===== config.mk =====
export PLATFORM = sky130hd
export DESIGN_NAME = asr_ctl
export DESIGN_NICKNAME = d
export VERILOG_FILES = /design/src/design/asr_pkg.sv /design/src/design/asr_ctl.sv /design/src/design/asr_clk_div.sv /design/src/design/asr_pin_ctl.sv
export SDC_FILE = /design/constraint.sdc
export NUM_CORES = 1
export LEC_CHECK = 0
export ABC_CLOCK_PERIOD_IN_PS = 1800
export BUFFER_PORTS_ARGS = -buffer_cell sky130_fd_sc_hd__buf_2
export CORE_AREA = 2 2 80 82
export CTS_CLUSTER_SIZE = 20
export DETAILED_ROUTE_END_ITERATION = 12
export DIE_AREA = 0 0 82 84
export PLACE_DENSITY = 0.71
export SLEW_MARGIN = 20
export SYNTH_ARGS = -nofsm -noshare
export SYNTH_HDL_FRONTEND = slang
export SYNTH_SLANG_ARGS = --single-unit

===== constraint.sdc =====
create_clock -name clk_sys -period 1.8 [get_ports clk_sys]
set_input_delay 0.09 -clock clk_sys [delete_from_list [all_inputs] [get_ports clk_sys]]
set_output_delay 0.09 -clock clk_sys [all_outputs]
set_load 0.005 [all_outputs]

===== src/design/asr_pkg.sv =====
// asr_pkg: constants shared by the converter source, reference and clock control block.
// assumes a single 100 MHz system clock and an 8-bit register port.
package asr_pkg;

    // ************************************************************
    // register map
    // ************************************************************
    localparam logic [3:0] ASR_OFF_CHAN = 4'h0; // holds ext_channel_sel
    localparam logic [3:0] ASR_OFF_ICS = 4'h1;  // input_clock_select_reg
    localparam logic [3:0] ASR_OFF_REF = 4'h2;  // reference_control_reg
    localparam logic [3:0] ASR_OFF_BG = 4'h3;   // bandgap_control_reg
    localparam logic [3:0] ASR_OFF_STAT = 4'h4; // read-only routing status

    localparam logic [7:0] ASR_RST_VAL = 8'h00;
    localparam logic [7:0] ASR_MASK_CHAN = 8'h0f;
    localparam logic [7:0] ASR_MASK_ICS = 8'hf7;
    localparam logic [7:0] ASR_MASK_REF = 8'h9f;
    localparam logic [7:0] ASR_MASK_BG = 8'h01;

    // ************************************************************
    // field positions
    // ************************************************************
    localparam int ASR_SRC_LSB = 4;
    localparam int ASR_DIV_LSB = 0;
    localparam int ASR_AMP_EN_BIT = 7;
    localparam int ASR_AMP_IN_BIT = 4;
    localparam int ASR_REF_LSB = 2;
    localparam int ASR_GAIN_LSB = 0;
    localparam int ASR_BG_EN_BIT = 0;

    localparam int ASR_NUM_PINS = 9;
    localparam int ASR_DIV_W = 7;

    typedef enum logic [2:0] {
        ASR_SRC_EXT,
        ASR_SRC_SUP,
        ASR_SRC_SUP2,
        ASR_SRC_SUP4,
        ASR_SRC_AMP,
        ASR_SRC_AMP2,
        ASR_SRC_AMP4,
        ASR_SRC_GND
    } asr_src_t;

    typedef enum logic [1:0] {
        ASR_REF_SUP,
        ASR_REF_PIN,
        ASR_REF_AMP
    } asr_ref_t;

endpackage : asr_pkg


===== src/design/asr_ctl.sv =====
// asr_ctl: converter input source, reference, amplifier and clock control.
// assumes a synchronous 8-bit register port with read data one cycle later.
//
// Functional notes
// - source codes 0000, 0100, 1100-1111 route the chosen external pin
// - codes 0001-0011 pick supply, supply/2, supply/4
// - codes 0101-0111 pick amplified ref, /2, /4
// - codes 10xx tie the converter input to ground
// - internal source opens every external pin switch
// - external channel codes 1001-1111 select no pin, input floats
// - bit 3 of input/clock register reads zero
// - conversion clock is system clock divided by 2**code
// - bits 6 and 5 of reference register read zero
// - amplifier input from ref pin or bandgap; bandgap opens the pin
// - reference: 00 supply, 01 pin, 1x amplified ref
// - supply or amplified reference opens the reference pin
// - gain code 00..11 gives 1, 1.667, 2.5, 3.333
// - bandgap register holds only enable in bit 0, resets to 0
// - analog pin overrides direction, other functions and pull-high
// - channel codes pick pins 0, 1, 3-8; 0010, 1001-1011 reserved
//
// Implementation choices: the address map and strobed register access.
`timescale 1ns/1ps
module asr_ctl import asr_pkg::*; (
    input wire logic clk_sys, // system clock, 100 MHz
    input wire logic rst_n, // async reset, active low
    input wire logic [3:0] reg_addr, // register address
    input wire logic [7:0] reg_wdata, // write data
    input wire logic reg_wr, // write strobe
    input wire logic reg_rd, // read strobe
    output logic [7:0] reg_rdata, // read data, cycle after strobe
    input wire logic [ASR_NUM_PINS-1:0] pin_is_analog, // from pin function selects
    output logic [2:0] conv_src, // converter input source code
    output logic conv_gnd, // converter input tied to ground
    output logic [ASR_NUM_PINS-1:0] analog_input_pin_sw, // pin switches
    output logic [ASR_NUM_PINS-1:0] pin_dir_override, // direction override
    output logic [ASR_NUM_PINS-1:0] pin_func_off, // other functions off
    output logic [ASR_NUM_PINS-1:0] pin_pullup_off, // pull-high off
    output logic [1:0] conv_ref, // reference choice
    output logic ext_ref_pin_sw, // reference pin switch
    output logic gain_amp_en, // amplifier power
    output logic gain_amp_ref_pin_sw, // amplifier ref pin switch
    output logic gain_amp_bg_sw, // amplifier from bandgap
    output logic [1:0] gain_amp_gain_sel, // gain code
    output logic bandgap_en, // bandgap power
    output logic conv_clk // conversion clock
);
    // ************************************************************
    // registers
    // ************************************************************
    logic [7:0] chan_reg;
    logic [7:0] input_clock_select_reg;
    logic [7:0] reference_control_reg;
    logic [7:0] bandgap_control_reg;

    wire wr_chan = reg_wr && (reg_addr == ASR_OFF_CHAN);
    wire wr_ics = reg_wr && (reg_addr == ASR_OFF_ICS);
    wire wr_ref = reg_wr && (reg_addr == ASR_OFF_REF);
    wire wr_bg = reg_wr && (reg_addr == ASR_OFF_BG);

    // masks keep unimplemented bits at zero so reads need no extra gating
    always_ff @(posedge clk_sys or negedge rst_n) begin
        if (!rst_n) begin
            chan_reg <= ASR_RST_VAL;
            input_clock_select_reg <= ASR_RST_VAL;
            reference_control_reg <= ASR_RST_VAL;
            bandgap_control_reg <= ASR_RST_VAL;
        end else begin
            if (wr_chan) begin
                chan_reg <= reg_wdata & ASR_MASK_CHAN;
            end
            if (wr_ics) begin
                input_clock_select_reg <= reg_wdata & ASR_MASK_ICS;
            end
            if (wr_ref) begin
                reference_control_reg <= reg_wdata & ASR_MASK_REF;
            end
            if (wr_bg) begin
                bandgap_control_reg <= reg_wdata & ASR_MASK_BG;
            end
        end
    end

    // ************************************************************
    // field decode
    // ************************************************************
    wire [3:0] input_source_sel = input_clock_select_reg[ASR_SRC_LSB +: 4];
    wire [2:0] conv_clk_div_sel = input_clock_select_reg[ASR_DIV_LSB +: 3];
    wire [3:0] ext_channel_sel = chan_reg[3:0];
    wire gain_amp_input_sel = reference_control_reg[ASR_AMP_IN_BIT];
    wire [1:0] ref_source_sel = reference_control_reg[ASR_REF_LSB +: 2];

    asr_src_t next_src;
    always_comb begin
        if (input_source_sel[3:2] == 2'b10) begin
            next_src = ASR_SRC_GND;
        end else if (input_source_sel[1:0] == 2'b00 || input_source_sel[3]) begin
            next_src = ASR_SRC_EXT;
        end else if (!input_source_sel[2]) begin
            next_src = asr_src_t'({1'b0, input_source_sel[1:0]});
        end else begin
            next_src = asr_src_t'({1'b0, input_source_sel[1:0]} + 3'h3);
        end
    end

    wire ext_route = (next_src == ASR_SRC_EXT);
    wire [1:0] next_ref = ref_source_sel[1] ? 2'(ASR_REF_AMP) : ref_source_sel;

    always_ff @(posedge clk_sys or negedge rst_n) begin
        if (!rst_n) begin
            conv_src <= 3'(ASR_SRC_EXT);
            conv_gnd <= 1'b0;
            conv_ref <= 2'(ASR_REF_SUP);
            ext_ref_pin_sw <= 1'b0;
            gain_amp_en <= 1'b0;
            gain_amp_ref_pin_sw <= 1'b0;
            gain_amp_bg_sw <= 1'b0;
            gain_amp_gain_sel <= 2'h0;
            bandgap_en <= 1'b0;
        end else begin
            conv_src <= 3'(next_src);
            conv_gnd <= (next_src == ASR_SRC_GND);
            conv_ref <= next_ref;
            ext_ref_pin_sw <= (next_ref == 2'(ASR_REF_PIN));
            gain_amp_en <= reference_control_reg[ASR_AMP_EN_BIT];
            gain_amp_ref_pin_sw <= !gain_amp_input_sel;
            gain_amp_bg_sw <= gain_amp_input_sel;
            gain_amp_gain_sel <= reference_control_reg[ASR_GAIN_LSB +: 2];
            bandgap_en <= bandgap_control_reg[ASR_BG_EN_BIT];
        end
    end

    // ************************************************************
    // submodules
    // ************************************************************
    asr_pin_ctl u_pins (
        .clk_sys(clk_sys),
        .rst_n(rst_n),
        .ext_route(ext_route),
        .ext_channel_sel(ext_channel_sel),
        .pin_is_analog(pin_is_analog),
        .analog_input_pin_sw(analog_input_pin_sw),
        .pin_dir_override(pin_dir_override),
        .pin_func_off(pin_func_off),
        .pin_pullup_off(pin_pullup_off)
    );

    asr_clk_div u_div (
        .clk_sys(clk_sys),
        .rst_n(rst_n),
        .div_sel(conv_clk_div_sel),
        .conv_clk(conv_clk)
    );

    // ************************************************************
    // read port
    // ************************************************************
    // status shows ground, reference, ref pin and bandgap switches and source right now; pin switches are not in it
    wire [7:0] stat_word = {conv_gnd, conv_ref, ext_ref_pin_sw, gain_amp_bg_sw, conv_src};
    logic [7:0] next_rdata;
    always_comb begin
        if (reg_addr == ASR_OFF_CHAN) begin
            next_rdata = chan_reg;
        end else if (reg_addr == ASR_OFF_ICS) begin
            next_rdata = input_clock_select_reg;
        end else if (reg_addr == ASR_OFF_REF) begin
            next_rdata = reference_control_reg;
        end else if (reg_addr == ASR_OFF_BG) begin
            next_rdata = bandgap_control_reg;
        end else if (reg_addr == ASR_OFF_STAT) begin
            next_rdata = stat_word;
        end else begin
            next_rdata = 8'h00;
        end
    end

    always_ff @(posedge clk_sys or negedge rst_n) begin
        if (!rst_n) begin
            reg_rdata <= 8'h00;
        end else if (reg_rd) begin
            reg_rdata <= next_rdata;
        end else begin
            reg_rdata <= 8'h00;
        end
    end

    // ************************************************************
    // checks
    // ************************************************************
    property p_ics_bit3;
        @(posedge clk_sys) disable iff (!rst_n)
        reg_rd && reg_addr == ASR_OFF_ICS |=> !reg_rdata[3];
    endproperty
    a_ics_bit3: assert property (p_ics_bit3) else $error("bit 3 reads one");

    property p_ref_bits;
        @(posedge clk_sys) disable iff (!rst_n)
        reg_rd && reg_addr == ASR_OFF_REF |=> reg_rdata[6:5] == 2'h0;
    endproperty
    a_ref_bits: assert property (p_ref_bits) else $error("bits 6:5 read nonzero");

    property p_bg_write;
        @(posedge clk_sys) disable iff (!rst_n)
        wr_bg ##1 reg_rd && reg_addr == ASR_OFF_BG |=> reg_rdata == {7'h00, $past(reg_wdata[0], 2)};
    endproperty
    a_bg_write: assert property (p_bg_write) else $error("bandgap register readback wrong");

    property p_gnd;
        @(posedge clk_sys) disable iff (!rst_n)
        input_source_sel[3:2] == 2'b10 |=> conv_gnd && analog_input_pin_sw == '0;
    endproperty
    a_gnd: assert property (p_gnd) else $error("ground code not grounded");

    property p_sup4;
        @(posedge clk_sys) disable iff (!rst_n)
        input_source_sel == 4'h3 |=> conv_src == 3'(ASR_SRC_SUP4) && !conv_gnd;
    endproperty
    a_sup4: assert property (p_sup4) else $error("supply/4 not routed");

    property p_amp2;
        @(posedge clk_sys) disable iff (!rst_n)
        input_source_sel == 4'h6 |=> conv_src == 3'(ASR_SRC_AMP2);
    endproperty
    a_amp2: assert property (p_amp2) else $error("amplified/2 not routed");

    property p_ref_pin;
        @(posedge clk_sys) disable iff (!rst_n)
        ref_source_sel != 2'b01 |=> !ext_ref_pin_sw;
    endproperty
    a_ref_pin: assert property (p_ref_pin) else $error("reference pin left connected");

    property p_bg_opens_pin;
        @(posedge clk_sys) disable iff (!rst_n)
        gain_amp_input_sel |=> gain_amp_bg_sw && !gain_amp_ref_pin_sw;
    endproperty
    a_bg_opens_pin: assert property (p_bg_opens_pin) else $error("amp ref pin not opened");

    // fixed codes here, so a broken decode cannot agree with itself
    property p_ext_src;
        @(posedge clk_sys) disable iff (!rst_n)
        input_source_sel == 4'hc |=> conv_src == 3'(ASR_SRC_EXT) && !conv_gnd;
    endproperty
    a_ext_src: assert property (p_ext_src) else $error("external code not routed");

    property p_sup;
        @(posedge clk_sys) disable iff (!rst_n)
        input_source_sel == 4'h1 |=> conv_src == 3'(ASR_SRC_SUP);
    endproperty
    a_sup: assert property (p_sup) else $error("supply not routed");

    property p_amp;
        @(posedge clk_sys) disable iff (!rst_n)
        input_source_sel == 4'h5 |=> conv_src == 3'(ASR_SRC_AMP);
    endproperty
    a_amp: assert property (p_amp) else $error("amplified ref not routed");

    property p_amp4;
        @(posedge clk_sys) disable iff (!rst_n)
        input_source_sel == 4'h7 |=> conv_src == 3'(ASR_SRC_AMP4);
    endproperty
    a_amp4: assert property (p_amp4) else $error("amplified/4 not routed");

    property p_int_pins;
        @(posedge clk_sys) disable iff (!rst_n)
        input_source_sel == 4'h2 |=> analog_input_pin_sw == '0;
    endproperty
    a_int_pins: assert property (p_int_pins) else $error("pin closed with internal source");

    property p_ref_amp;
        @(posedge clk_sys) disable iff (!rst_n)
        ref_source_sel[1] |=> conv_ref == 2'(ASR_REF_AMP) && !ext_ref_pin_sw;
    endproperty
    a_ref_amp: assert property (p_ref_amp) else $error("amplified reference not chosen");

    property p_ref_sel_pin;
        @(posedge clk_sys) disable iff (!rst_n)
        ref_source_sel == 2'b01 |=> conv_ref == 2'(ASR_REF_PIN) && ext_ref_pin_sw;
    endproperty
    a_ref_sel_pin: assert property (p_ref_sel_pin) else $error("reference pin not chosen");

    property p_amp_pin;
        @(posedge clk_sys) disable iff (!rst_n)
        !gain_amp_input_sel |=> gain_amp_ref_pin_sw && !gain_amp_bg_sw;
    endproperty
    a_amp_pin: assert property (p_amp_pin) else $error("amp not fed from ref pin");

    property p_gain;
        @(posedge clk_sys) disable iff (!rst_n)
        reference_control_reg[ASR_GAIN_LSB +: 2] == 2'h3 |=> gain_amp_gain_sel == 2'h3;
    endproperty
    a_gain: assert property (p_gain) else $error("gain code not applied");

    property p_bg_bits;
        @(posedge clk_sys) disable iff (!rst_n)
        reg_rd && reg_addr == ASR_OFF_BG |=> reg_rdata[7:1] == 7'h00;
    endproperty
    a_bg_bits: assert property (p_bg_bits) else $error("bandgap bits 7:1 read nonzero");

    c_gnd: cover property (@(posedge clk_sys) disable iff (!rst_n) conv_gnd);
    c_amp_ref: cover property (@(posedge clk_sys) disable iff (!rst_n) conv_ref == 2'(ASR_REF_AMP) && gain_amp_en);
    c_bg: cover property (@(posedge clk_sys) disable iff (!rst_n) bandgap_en && gain_amp_bg_sw);
endmodule : asr_ctl


===== src/design/asr_clk_div.sv =====
// asr_clk_div: free-running divider making the conversion clock.
// assumes clk_sys is the system clock; output is a registered counter bit, or clk_sys itself for code 0.
`timescale 1ns/1ps
module asr_clk_div import asr_pkg::*; (
    input wire logic clk_sys, // system clock
    input wire logic rst_n, // async reset, active low
    input wire logic [2:0] div_sel, // ratio code, 2**code
    output logic conv_clk // divided clock
);
    logic [ASR_DIV_W-1:0] cnt;
    logic [ASR_DIV_W:0] ext_cnt;
    logic next_conv_clk;

    // code 0 passes clk_sys through untouched, the rest pick a counter bit
    assign ext_cnt = {cnt, 1'b0};
    assign next_conv_clk = ext_cnt[div_sel];

    always_ff @(posedge clk_sys or negedge rst_n) begin
        if (!rst_n) begin
            cnt <= '0;
        end else begin
            cnt <= cnt + 7'h01;
        end
    end

    // divide-by-1 must follow the clock itself, so only that code is gated in
    assign conv_clk = (div_sel == 3'h0) ? clk_sys : next_conv_clk;

    // ************************************************************
    // checks
    // ************************************************************
    property p_div_toggle;
        @(posedge clk_sys) disable iff (!rst_n)
        (div_sel == 3'h1) ##1 (div_sel == 3'h1) |-> (conv_clk != $past(conv_clk));
    endproperty
    a_div_toggle: assert property (p_div_toggle) else $error("divide by 2 does not toggle");

    property p_div_128;
        @(posedge clk_sys) disable iff (!rst_n)
        (div_sel == 3'h7) && (cnt == 7'h3f) ##1 (div_sel == 3'h7) |-> conv_clk;
    endproperty
    a_div_128: assert property (p_div_128) else $error("divide by 128 phase wrong");

    c_div_128: cover property (@(posedge clk_sys) disable iff (!rst_n) div_sel == 3'h7 && cnt == 7'h7f);
endmodule : asr_clk_div


===== src/design/asr_pin_ctl.sv =====
// asr_pin_ctl: per-pin analog switch and override controls.
// assumes each pin's function select marks it as a converter input.
`timescale 1ns/1ps
module asr_pin_ctl import asr_pkg::*; (
    input wire logic clk_sys, // system clock
    input wire logic rst_n, // async reset, active low
    input wire logic ext_route, // external source chosen
    input wire logic [3:0] ext_channel_sel, // channel code
    input wire logic [ASR_NUM_PINS-1:0] pin_is_analog, // function select says analog
    output logic [ASR_NUM_PINS-1:0] analog_input_pin_sw, // pin switch closed
    output logic [ASR_NUM_PINS-1:0] pin_dir_override, // force port direction off
    output logic [ASR_NUM_PINS-1:0] pin_func_off, // other functions disabled
    output logic [ASR_NUM_PINS-1:0] pin_pullup_off // pull-high disconnected
);
    logic [ASR_NUM_PINS-1:0] next_sw;

    // code 0010 is reserved, so pin 2 never closes; 1001..1111 close nothing
    genvar i;
    generate
        for (i = 0; i < ASR_NUM_PINS; i++) begin : g_pin
            assign next_sw[i] = ext_route && (i != 2) && (ext_channel_sel == 4'(i));
            always_ff @(posedge clk_sys or negedge rst_n) begin
                if (!rst_n) begin
                    analog_input_pin_sw[i] <= 1'b0;
                    pin_dir_override[i] <= 1'b0;
                    pin_func_off[i] <= 1'b0;
                    pin_pullup_off[i] <= 1'b0;
                end else begin
                    analog_input_pin_sw[i] <= next_sw[i];
                    pin_dir_override[i] <= pin_is_analog[i];
                    pin_func_off[i] <= pin_is_analog[i];
                    pin_pullup_off[i] <= pin_is_analog[i];
                end
            end
        end
    endgenerate

    property p_no_ext_when_internal;
        @(posedge clk_sys) disable iff (!rst_n)
        !ext_route |=> (analog_input_pin_sw == '0);
    endproperty
    a_no_ext_when_internal: assert property (p_no_ext_when_internal) else $error("pin joined to internal source");

    property p_float;
        @(posedge clk_sys) disable iff (!rst_n)
        ext_route && (ext_channel_sel >= 4'h9) |=> (analog_input_pin_sw == '0);
    endproperty
    a_float: assert property (p_float) else $error("pin closed for floating code");

    property p_pin_pick;
        @(posedge clk_sys) disable iff (!rst_n)
        ext_route && (ext_channel_sel == 4'h8) |=> analog_input_pin_sw[8] && $onehot(analog_input_pin_sw);
    endproperty
    a_pin_pick: assert property (p_pin_pick) else $error("pin 8 not selected alone");

    property p_override;
        @(posedge clk_sys) disable iff (!rst_n)
        pin_is_analog[0] |=> pin_pullup_off[0] && pin_func_off[0] && pin_dir_override[0];
    endproperty
    a_override: assert property (p_override) else $error("analog pin not overridden");

    c_ext_pin: cover property (@(posedge clk_sys) disable iff (!rst_n) analog_input_pin_sw[3]);
endmodule : asr_pin_ctl


# --- After elaboration in Yosys (flattened, before gate mapping) ---
# Index checks and enable logic that the tools add are counted.
classes:
  n_reduce_logical: 19
  mul: 0
  shift: 0
  bitwise: 0
  n_div: 0
  order_cmp: 1
  eq_ne: 14
  mux: 13
  add_sub_neg: 2
op_table:
  columns: ["cell", "n"]
  rows:
  - ["8-bit two-way mux", 6]
  - ["4-bit by 3-bit equality test with 1-bit output, second input constant", 5]
  - ["4-bit by 2-bit equality test with 1-bit output, second input constant", 3]
  - ["1-bit logical AND", 12]
  - ["3-bit two-way mux", 3]
  - ["4-bit by 1-bit equality test with 1-bit output, second input constant", 2]
  - ["4-bit logical NOT", 2]
  - ["7-bit by 1-bit adder with 7-bit output, second input constant", 1]
  - ["3-bit logical NOT", 2]
  - ["4-bit equality test, second input constant", 1]
  - ["3-bit by 4-bit < comparator with 1-bit output, second input constant", 1]
  - ["2-bit by 2-bit adder with 3-bit output, second input constant", 1]
  - ["1-bit binary-select mux with 3-bit select", 1]
  - ["3-bit equality test, second input constant", 1]
  - ["2-bit by 1-bit equality test with 1-bit output, second input constant", 1]
  - ["2-bit equality test, second input constant", 1]
  - ["2-bit logical NOT", 1]
  - ["1-bit two-way mux", 2]
  - ["2-bit two-way mux", 1]
  - ["1-bit logical NOT", 1]
  - ["1-bit logical OR", 1]
totals:
  ram_bits: 0
  regBits: 63
  mem_bits_ro: 0
  n_memories: 0
  inputBits: 25
  latch_bits: 0
  out_inout_bits: 58
  word_cells: 81

# --- Logic depth before layout (Yosys ltp) ---
# Gate-level depths: netlist of the first run.
logic_depth:
  depth_word: 7
  depth_mapped: 6

# --- By module ---
# A second synthesis of the first run with hierarchy kept.
hier_totals:
  hier_cells: 210
  hier_area_um2: 2598.7
by_module_without_submodules:
  columns: ["mod", "cells_each", "seq_area_each_um2", "area_each_um2", "instances"]
  rows:
  - ["asr_ctl", 138, 950.9, 1626.6, 1]
  - ["asr_pin_ctl", 50, 425.4, 646.9, 1]
  - ["asr_clk_div", 22, 175.2, 325.3, 1]

==> reports/metrics.yaml, run 1 <==
status: "complete, no violations"
synth_edf_count: 0
placed_cells: 358
rsz0062_at_grt: "true"
crit_family: "multiplexers"
cts_tree: "yes"
fp.dieH_um: 84
peakVddDrop_mv: 0.588
fin_util: 0.572
syn_area_per_cell_um2: 12.1
drc_errors: 0
swShare: 0.263
p_int_mw: 2.93
start_util: 0.443
synth-seq-area-share: 0.575
drt-vias-per-instance: 4.99
crit_fanout: 2
overflow: 0
pin_count: 83
slowest_stage: "mux4_2"
first_pass_iters: 4
ant_nets: 0
synthFlopType: "dfrtp_1"
leakage_nw: 1.72
core-area_um2: 6100
max_stage_delay_ps: 450
startpoint_type: "clock port"
synth_warnings: 0
die_x_um: 82
synth.distinct_cells: 46
clk_pin_slew_ps: 60
path_cells: "buf_8 > mux4_2 > nand2_2 > nand2_2 > buf_2"
io_buffers: 81
hold_path_class: "input port to flip-flop"
synth_nets: 251
post_cts_buffers: 0
layout.cells.most_common: "buf_2"
hpwl_mm: 3.87
p_comb_frac: 0.184
timing.hold.ws_ps: 92.8
grt_pass1_wl_mm: 8.82
end_kind: "output pin"
async_reset_ff_frac: 1.00
die_area_um2: 6890
antenna_found_initial: 0
critPathArrivalTime_ps: 1700
rows: 29
final_cell_mix: "buf_2, dfrtp_1, dlygate4sd3_1"
crit_buf_inv: 2
syn_to_final_growth_pct: 29.1
grt_usage: 0.175
clkPwrFrac: 0.374
fin_ws_ps: 12.5
net-switching-power_mw: 1.04
ys_ff_latch: 62
slew_violations: 0
synthCells: 223
fin_skew_ps: 7.35
post-place-ws_ps: 74.4
power.density_nw_per_um2: 1140
power_frac_seq: 0.442
first_global_vias: 1858
drt_iter0_markers: 76
num_vias: 1970
worstPathRequired_ps: 1710
wl_per_cell_um: 13.9
n_antenna_cell: 0
fin_cells: 395
worstSetupPathType: "clock port to output pin"
worst_skew_pair.late_latency_ps: 440
hold_viol_final: 0
drive_gt1_frac: 0.415
wl_mm: 5.49
layout.nets: 341
crit_top_cell: "nand2_2"
place_congestion: 0.902
fin_setup_tns_ps: 0
grt_max_degree: 23
finalSetupViolCount: 0
largest_registers: "reg_rdata (8), u_pins.analog_input_pin_sw (8)"
syn-cell-area_um2: 2700
drv_cap: 0
worst min-delay path: stages:
cell and delay (ps):
buf_2 220, nand2_1 120, a221oi_2 60
through the flow:
step,area [µm²],power [mW]
finish,3480,3.98
global placement,3040,2.51
global route,3480,4.21
CTS,3470,4.00
floorplan,2700,2.24
detailed placement,3040,2.53
cell usage after synthesis (2+ instances only):
library cell,number,share of area
nor2_1,9,0.013
a2bb2oi_1,2,0.0065
mux2i_1,2,0.0074
buf_4,21,0.058
a31o_2,3,0.0097
o21ai_0,9,0.017
mux2_1,2,0.0083
nand2_1,12,0.017
nor4_1,2,0.0046
nor3_1,10,0.019
nand3b_1,2,0.0056
mux4_2,2,0.017
xnor2_1,4,0.013
nand4b_1,2,0.0065
nor2b_1,5,0.012
mux2_2,16,0.067
a21o_1,2,0.0056
nand3_1,10,0.019
inv_1,8,0.011
o21a_1,2,0.0056
nand4_1,2,0.0046
nor3b_1,2,0.0056
nand2b_1,4,0.0093
dfrtp_1,62,0.57
buf_2,5,0.0093
ha_1,3,0.014
cell type report:
| type | count | area [µm²] |
|---|---|---|
| well taps | 77 | 96.3 |
| clock inverters | 4 | 70.1 |
| clock buffers | 15 | 179 |
| repair buffers | 104 | 628 |
| flip-flops and latches | 62 | 1550 |
| multi-input cells | 125 | 928 |
| inverters | 8 | 30.0 |
| fillers | 511 | 2610 |
what timing repair did:
action | 4_1_cts | 5_1_grt
gates resized for setup | 0 | 5
setup endpoints to repair | 1 | 6
hold endpoints to repair | 47 | 0
pin swaps | 2 | 1
hold buffers | 19 | 0
cells by family (layout without fill, tap and decap cells):
family | Yosys count | in the layout | share of synthesized area
multiplexers | 22 | 22 | 0.0992
AND/OR/NAND/NOR | 67 | 67 | 0.137
buffers and inverters | 36 | 131 | 0.0844
flip-flops | 62 | 62 | 0.575
adder cells (fa/ha/maj) | 3 | 3 | 0.0139
AO/OA/AOI/OAI | 27 | 27 | 0.0733
other | 1 | 1 | 0.00139
XOR/XNOR | 5 | 5 | 0.0162
layer usage:
layer | GRT usage | up-vias | wire, µm
met5 | 0 | - | 0
met4 | 0.0970 | 0 | 123
met3 | 0.0530 | 10 | 373
met2 | 0.256 | 72 | 2570
met1 | 0.228 | 950 | 2430
li1 | - | 938 | -
path summary, 6_finish.rpt:
| check | start | to | slack [ps] | cells after the start |
|---|---|---|---|---|
| setup / recovery | clk_sys | conv_clk | 10 | 5 |
| hold reg to reg | reference_control_reg[7]$_DFFE_PN0P_ | gain_amp_en$_DFF_PN0_ | 400 | 0 |
| max in group asynchronous | rst_n | u_pins.analog_input_pin_sw[7]$_DFF_PN0_ | 1030 | 3 |
| min in group asynchronous | rst_n | chan_reg[1]$_DFFE_PN0P_ | 130 | 2 |
| setup reg to reg | input_clock_select_reg[5]$_DFFE_PN0P_ | u_pins.analog_input_pin_sw[7]$_DFF_PN0_ | 200 | 5 |
| hold / removal | reg_addr[0] | reg_rdata[4]$_DFF_PN0_ | 90 | 3 |
power groups by stage:
stage          Combinational [mW]  Clock, mW  Sequential (mW)
6_report                    0.731       1.49             1.76
3_3_place_gp                0.679     0.0472             1.78
2_1_floorplan               0.449     0.0363             1.75
4_1_cts                     0.732       1.51             1.76
3_5_place_dp                0.697     0.0472             1.79
5_1_grt                     0.822       1.60             1.79
No activity file was read; power rests on OpenSTA's default activity.
==> run 2: changes to the inputs <==
Settings changed: ABC_CLOCK_PERIOD_IN_PS 1800 to 2280, CORE_AREA 2 2 80 82 to 2 2 74 76, DIE_AREA 0 0 82 84 to 0 0 76 78, PLACE_DENSITY 0.71 to 0.79.
Clock period 1.8 ns to 2.28 ns, I/O delays scaled along.
==> reports/metrics.yaml, run 2 (synthesis gave the netlist of run 1 again) <==
status: "complete, no violations"  # unchanged
place_congestion: 0.848  # was 0.902
startpoint_type: "clock port"  # unchanged
layout.cells.most_common: "buf_2"  # unchanged
start_util: 0.535  # was 0.443
power.density_nw_per_um2: 860  # was 1140 nW/µm²
peakVddDrop_mv: 0.509  # was 0.588 mV
syn_to_final_growth_pct: 25.5  # was 29.1%
placed_cells: 348  # was 358
placed_area_um2: 3010  # was 3040 µm²
hold_viol_final: 0  # unchanged
drv_cap: 0  # unchanged
antenna_found_initial: 0  # unchanged
drt-vias-per-instance: 5.10  # was 4.99
num-fill-cells: 373  # was 511
power_frac_seq: 0.481  # was 0.442
fp.dieH_um: 78  # was 84 µm
regArea_um2: 1550  # about the same
rows: 26  # was 29
timing.hold.ws_ps: 56.5  # was 92.8 ps
swShare: 0.285  # was 0.263
layout.nets: 338  # was 341
clk_pin_slew_ps: 60  # about the same
net-switching-power_mw: 0.829  # was 1.04 mW
post_cts_buffers: 0  # unchanged
fin_cells: 383  # was 395
grt_pass1_wl_mm: 9.37  # was 8.82 mm
wl_mm: 5.80  # was 5.49 mm
die_area_um2: 5930  # was 6890 µm²
ant_nets: 0  # unchanged
first_global_vias: 1904  # was 1858
hold_path_class: "input port to flip-flop"  # unchanged
fin_ws_ps: 92.0  # was 12.5 ps
final_cell_mix: "buf_2, dfrtp_1, dlygate4sd3_1"  # unchanged
worst_skew_pair.late_latency_ps: 440  # about the same
die_x_um: 76  # was 82 µm
drt_iter0_markers: 82  # was 76
post_cts_resized: 0  # unchanged
fin_setup_tns_ps: 0  # unchanged
n_antenna_cell: 0  # unchanged
overflow: 0  # unchanged
path_cells: "clkbuf_8 > clkbuf_8 > mux4_2 > nand2_1 > nand2_1 > buf_2"  # was buf_8 > mux4_2 > nand2_2 > nand2_2 > buf_2
num_vias: 1955  # was 1970
leakage_nw: 1.68  # was 1.72 nW
slew_headroom: 0.504
pin_count: 83  # unchanged
max_slew.worst_pin.slew_ps: 743
crit_fanout: 2  # unchanged
fin_skew_ps: 8.44  # was 7.35 ps
grt_max_degree: 29  # was 23
finalSetupViolCount: 0  # unchanged
io_buffers: 81  # unchanged
first_pass_iters: 4  # unchanged
core-area_um2: 5040  # was 6100 µm²
slew_violations: 0  # unchanged
grt_usage: 0.213  # was 0.175
wl_per_cell_um: 15.1  # was 13.9 µm
largest_registers: "reg_rdata (8), u_pins.analog_input_pin_sw (8)"  # unchanged
p_comb_frac: 0.190  # was 0.184
multi_input_area_um2: 920  # was 928 µm²
post-place-ws_ps: 379  # was 74.4 ps
slowest_stage: "mux4_2"  # unchanged
max_stage_delay_ps: 450  # about the same
rsz0062_at_grt: "false"  # was true
cts_tree: "yes"  # unchanged
clkPwrFrac: 0.329  # was 0.374
drc_errors: 0  # unchanged
drive_gt1_frac: 0.396  # was 0.415
p_int_mw: 2.08  # was 2.93 mW
worstSetupPathType: "clock port to output pin"  # unchanged
worstPathRequired_ps: 2170  # was 1710 ps
fin_area_um2: 3390  # was 3480 µm²
hpwl_mm: 3.91  # was 3.87 mm
end_kind: "output pin"  # unchanged
critPathArrivalTime_ps: 2070  # was 1700 ps
run 2: changes by cell type in the layout (fill, tap and decap cells not counted):
cell,delta
clkbuf_8,+2
dfrtp_2,-1
nand2_1,+2
dlygate4sd3_1,-1
or4b_4,-1
buf_4,-3
dfrtp_1,+1
buf_8,-1
nand2_2,-2
or4b_1,+1
bufinv_16,-2
run 2: path summary, 6_finish.rpt:
path | slack (ps) | startpoint | cells after the start | endpoint
min in group asynchronous | 100 | rst_n | 2 | u_div.cnt[2]$_DFF_PN0_
max | 90 | clk_sys | 6 | conv_clk
max reg2reg | 360 | input_clock_select_reg[4]$_DFFE_PN0P_ | 5 | u_pins.analog_input_pin_sw[1]$_DFF_PN0_
min reg2reg | 410 | reference_control_reg[7]$_DFFE_PN0P_ | 0 | gain_amp_en$_DFF_PN0_
max in group asynchronous | 1520 | rst_n | 3 | u_pins.analog_input_pin_sw[3]$_DFF_PN0_
min | 60 | reg_addr[1] | 2 | reg_rdata[6]$_DFF_PN0_
run 2: layout make-up:
| cell class | instances | share of cell area |
|---|---|---|
| sequential | 62 | 0.458 |
| multi-input combinational | 125 | 0.272 |
| timing repair buffer | 100 | 0.176 |
| clock buffer | 16 | 0.0565 |
| tap | 70 | 0.0259 |
| inverter | 8 | 0.00887 |
| clock inverter | 2 | 0.00296 |
run 2: power by group through the flow:
stage	combinational [mW]	clock, mW	sequential [mW]
final	0.553	0.957	1.40
after global routing	0.610	1.02	1.42
after CTS	0.553	0.981	1.40
after detailed placement	0.525	0.0372	1.42
after global placement	0.504	0.0372	1.41
after floorplan	0.354	0.0286	1.38
run 2: critical path, delay by kind of cell:
family / cells / cell delay (ps)
mux: 1 / 450
buf+inv: 3 / 350
simple gates: 2 / 140
run 2: metrics by stage:
stage           util  total power, mW
2_1_floorplan      -             1.76
3_3_place_gp   0.597             1.95
3_5_place_dp   0.597             1.98
4_1_cts        0.671             2.93
5_1_grt        0.671             3.06
6_report       0.671             2.91
run 2: timing repair:
item	4_1_cts	5_1_grt
endpoints found under the setup margin	0	0
hold buffers	18	0
hold endpoints to repair	89	0
run 2: metal layers:
metal	global-route usage	part of all wire	vias to the layer above
li1	-	-	923
met1	0.263	0.43	942
met2	0.346	0.50	83
met3	0.0442	0.053	7
met4	0.136	0.013	0
met5	0	0	-
==> run 3: changes to the inputs <==
Settings changed: ABC_CLOCK_PERIOD_IN_PS 2280 to 2400, CORE_AREA 2 2 74 76 to 2 2 76 78, CTS_CLUSTER_DIAMETER from default to 120, DIE_AREA 0 0 76 78 to 0 0 78 80, PLACE_DENSITY 0.79 to 0.75, SLEW_MARGIN 20 to 10.
Clock period 2.28 ns to 2.4 ns, I/O delays scaled along.
==> reports/metrics.yaml, run 3 (synthesis gave the netlist of run 1 again) <==
worstSetupPathType: "clock port to output pin"  # unchanged
worstRegToRegCells: 5  # unchanged
drt_iter0_markers: 72  # was 82
whs_path_depth: 2  # unchanged
worstPathRequired_ps: 2280  # was 2170 ps
drt-vias-per-instance: 5.09  # was 5.10
net-switching-power_mw: 0.770  # was 0.829 mW
crit_fanout: 2  # unchanged
first_global_vias: 1847  # was 1904
layout.cells.most_common: "buf_2"  # unchanged
critPathArrivalTime_ps: 2100  # was 2070 ps
syn_to_final_growth_pct: 26.4  # was 25.5%
largest_registers: "reg_rdata (8), u_pins.analog_input_pin_sw (8)"  # unchanged
place_congestion: 0.834  # was 0.848
power_frac_seq: 0.473  # was 0.481
fin_skew_ps: 5.00  # was 8.44 ps
hold_viol_final: 0  # unchanged
worst_skew_pair.late_latency_ps: 430  # was 440 ps
overflow: 0  # unchanged
hold_path_end: "reg_rdata[6]$_DFF_PN0_"  # unchanged
grt_pass1_wl_mm: 8.69  # was 9.37 mm
rows: 27  # was 26
grt_max_degree: 34  # was 29
crit_family: "multiplexers"  # unchanged
max_slew.worst_pin.slew_ps: 772  # was 743 ps
core-area_um2: 5410  # was 5040 µm²
num_vias: 1955  # unchanged
wl_per_cell_um: 13.9  # was 15.1 µm
final_cell_mix: "buf_2, dfrtp_1, dlygate4sd3_1"  # unchanged
io_buffers: 81  # unchanged
slew_violations: 0  # unchanged
slew_headroom: 0.485  # was 0.504
drive_gt1_frac: 0.397  # was 0.396
finalSetupViolCount: 0  # unchanged
start_util: 0.499  # was 0.535
pin_count: 83  # unchanged
p_comb_frac: 0.183  # was 0.190
fin_setup_tns_ps: 0  # unchanged
status: "complete, no violations"  # unchanged
wl_mm: 5.34  # was 5.80 mm
r2r-start: "input_clock_select_reg[4]$_DFFE_PN0P_"  # unchanged
fp.dieH_um: 80  # was 78 µm
hp-start: "reg_addr[1]"  # unchanged
layout.nets: 337  # was 338
die_area_um2: 6240  # was 5930 µm²
drc_errors: 0  # unchanged
end_kind: "output pin"  # unchanged
clkPwrFrac: 0.345  # was 0.329
power.density_nw_per_um2: 823  # was 860 nW/µm²
fin_cells: 384  # was 383
antenna_found_initial: 0  # unchanged
rsz0062_at_grt: "false"  # unchanged
startpoint_type: "clock port"  # unchanged
leakage_nw: 1.69  # was 1.68 nW
hpwl_mm: 3.77  # was 3.91 mm
ant_nets: 0  # unchanged
path_cells: "clkbuf_8 > clkbuf_8 > mux4_2 > nand2_1 > nand2_1 > buf_2"  # unchanged
timing.hold.ws_ps: 35.6  # was 56.5 ps
p_int_mw: 2.04  # was 2.08 mW
drv_cap: 0  # unchanged
max_stage_delay_ps: 430  # was 450 ps
slowest_stage: "mux4_2"  # unchanged
r2r-end: "u_pins.analog_input_pin_sw[5]$_DFF_PN0_"  # was u_pins.analog_input_pin_sw[1]$_DFF_PN0_
peakVddDrop_mv: 0.504  # was 0.509 mV
hold_path_class: "input port to flip-flop"  # unchanged
die_x_um: 78  # was 76 µm
crit_buf_inv: 3  # unchanged
n_antenna_cell: 0  # unchanged
rrSetupSlack_ps: 480  # was 360 ps
first_pass_iters: 4  # unchanged
cts_tree: "yes"  # unchanged
clk_pin_slew_ps: 60  # about the same
fin_util: 0.631  # was 0.671
swShare: 0.274  # was 0.285
placed_cells: 349  # was 348
grt_usage: 0.188  # was 0.213
run 3: cell type report:
class / count / area (µm²)
fillers: 450 / 1990
flip-flops and latches: 62 / 1550
multi-input cells: 125 / 920
repair buffers: 99 / 601
clock buffers: 17 / 215
well taps: 72 / 90.1
inverters: 8 / 30.0
clock inverters: 1 / 5.00
run 3: worst max-delay path by stage:
stage | startpoint | endpoint | cells past startpoint
final | clk_sys | conv_clk | 6
after CTS | clk_sys | conv_clk | 6
after detailed placement | clk_sys | conv_clk | 4
after global routing | clk_sys | conv_clk | 6
after global placement | clk_sys | conv_clk | 4
after floorplan | clk_sys | conv_clk | 3
run 3: stage by stage:
step                total power [mW]  setup WS, ps  area (µm²)
floorplan                       1.68           528        2700
global placement                1.86           434        3020
detailed placement              1.87           433        3020
CTS                             2.84           163        3410
global route                    2.97           145        3410
finish                          2.81           181        3410
run 3: layer usage:
layer  part of all wire  wire length, µm  vias up  track usage
met4              0.010               55        0        0.121
met1               0.43             2280      956        0.241
li1                   -                -      930            -
met3              0.054              291        8       0.0419
met2               0.51             2710       61        0.288
met5                  0                0        -            0
run 3: what timing repair did:
item	CTS	global route
endpoints found under the hold margin	56	0
gates resized for setup	0	0
hold buffers	18	0
setup buffers	0	0
run 3: power by group through the flow:
stage / clock network, mW / registers [mW] / logic (mW)
global placement: 0.0354 / 1.34 / 0.482
floorplan: 0.0272 / 1.31 / 0.337
global route: 1.05 / 1.35 / 0.570
finish: 0.968 / 1.33 / 0.513
CTS: 0.998 / 1.33 / 0.519
detailed placement: 0.0354 / 1.34 / 0.494
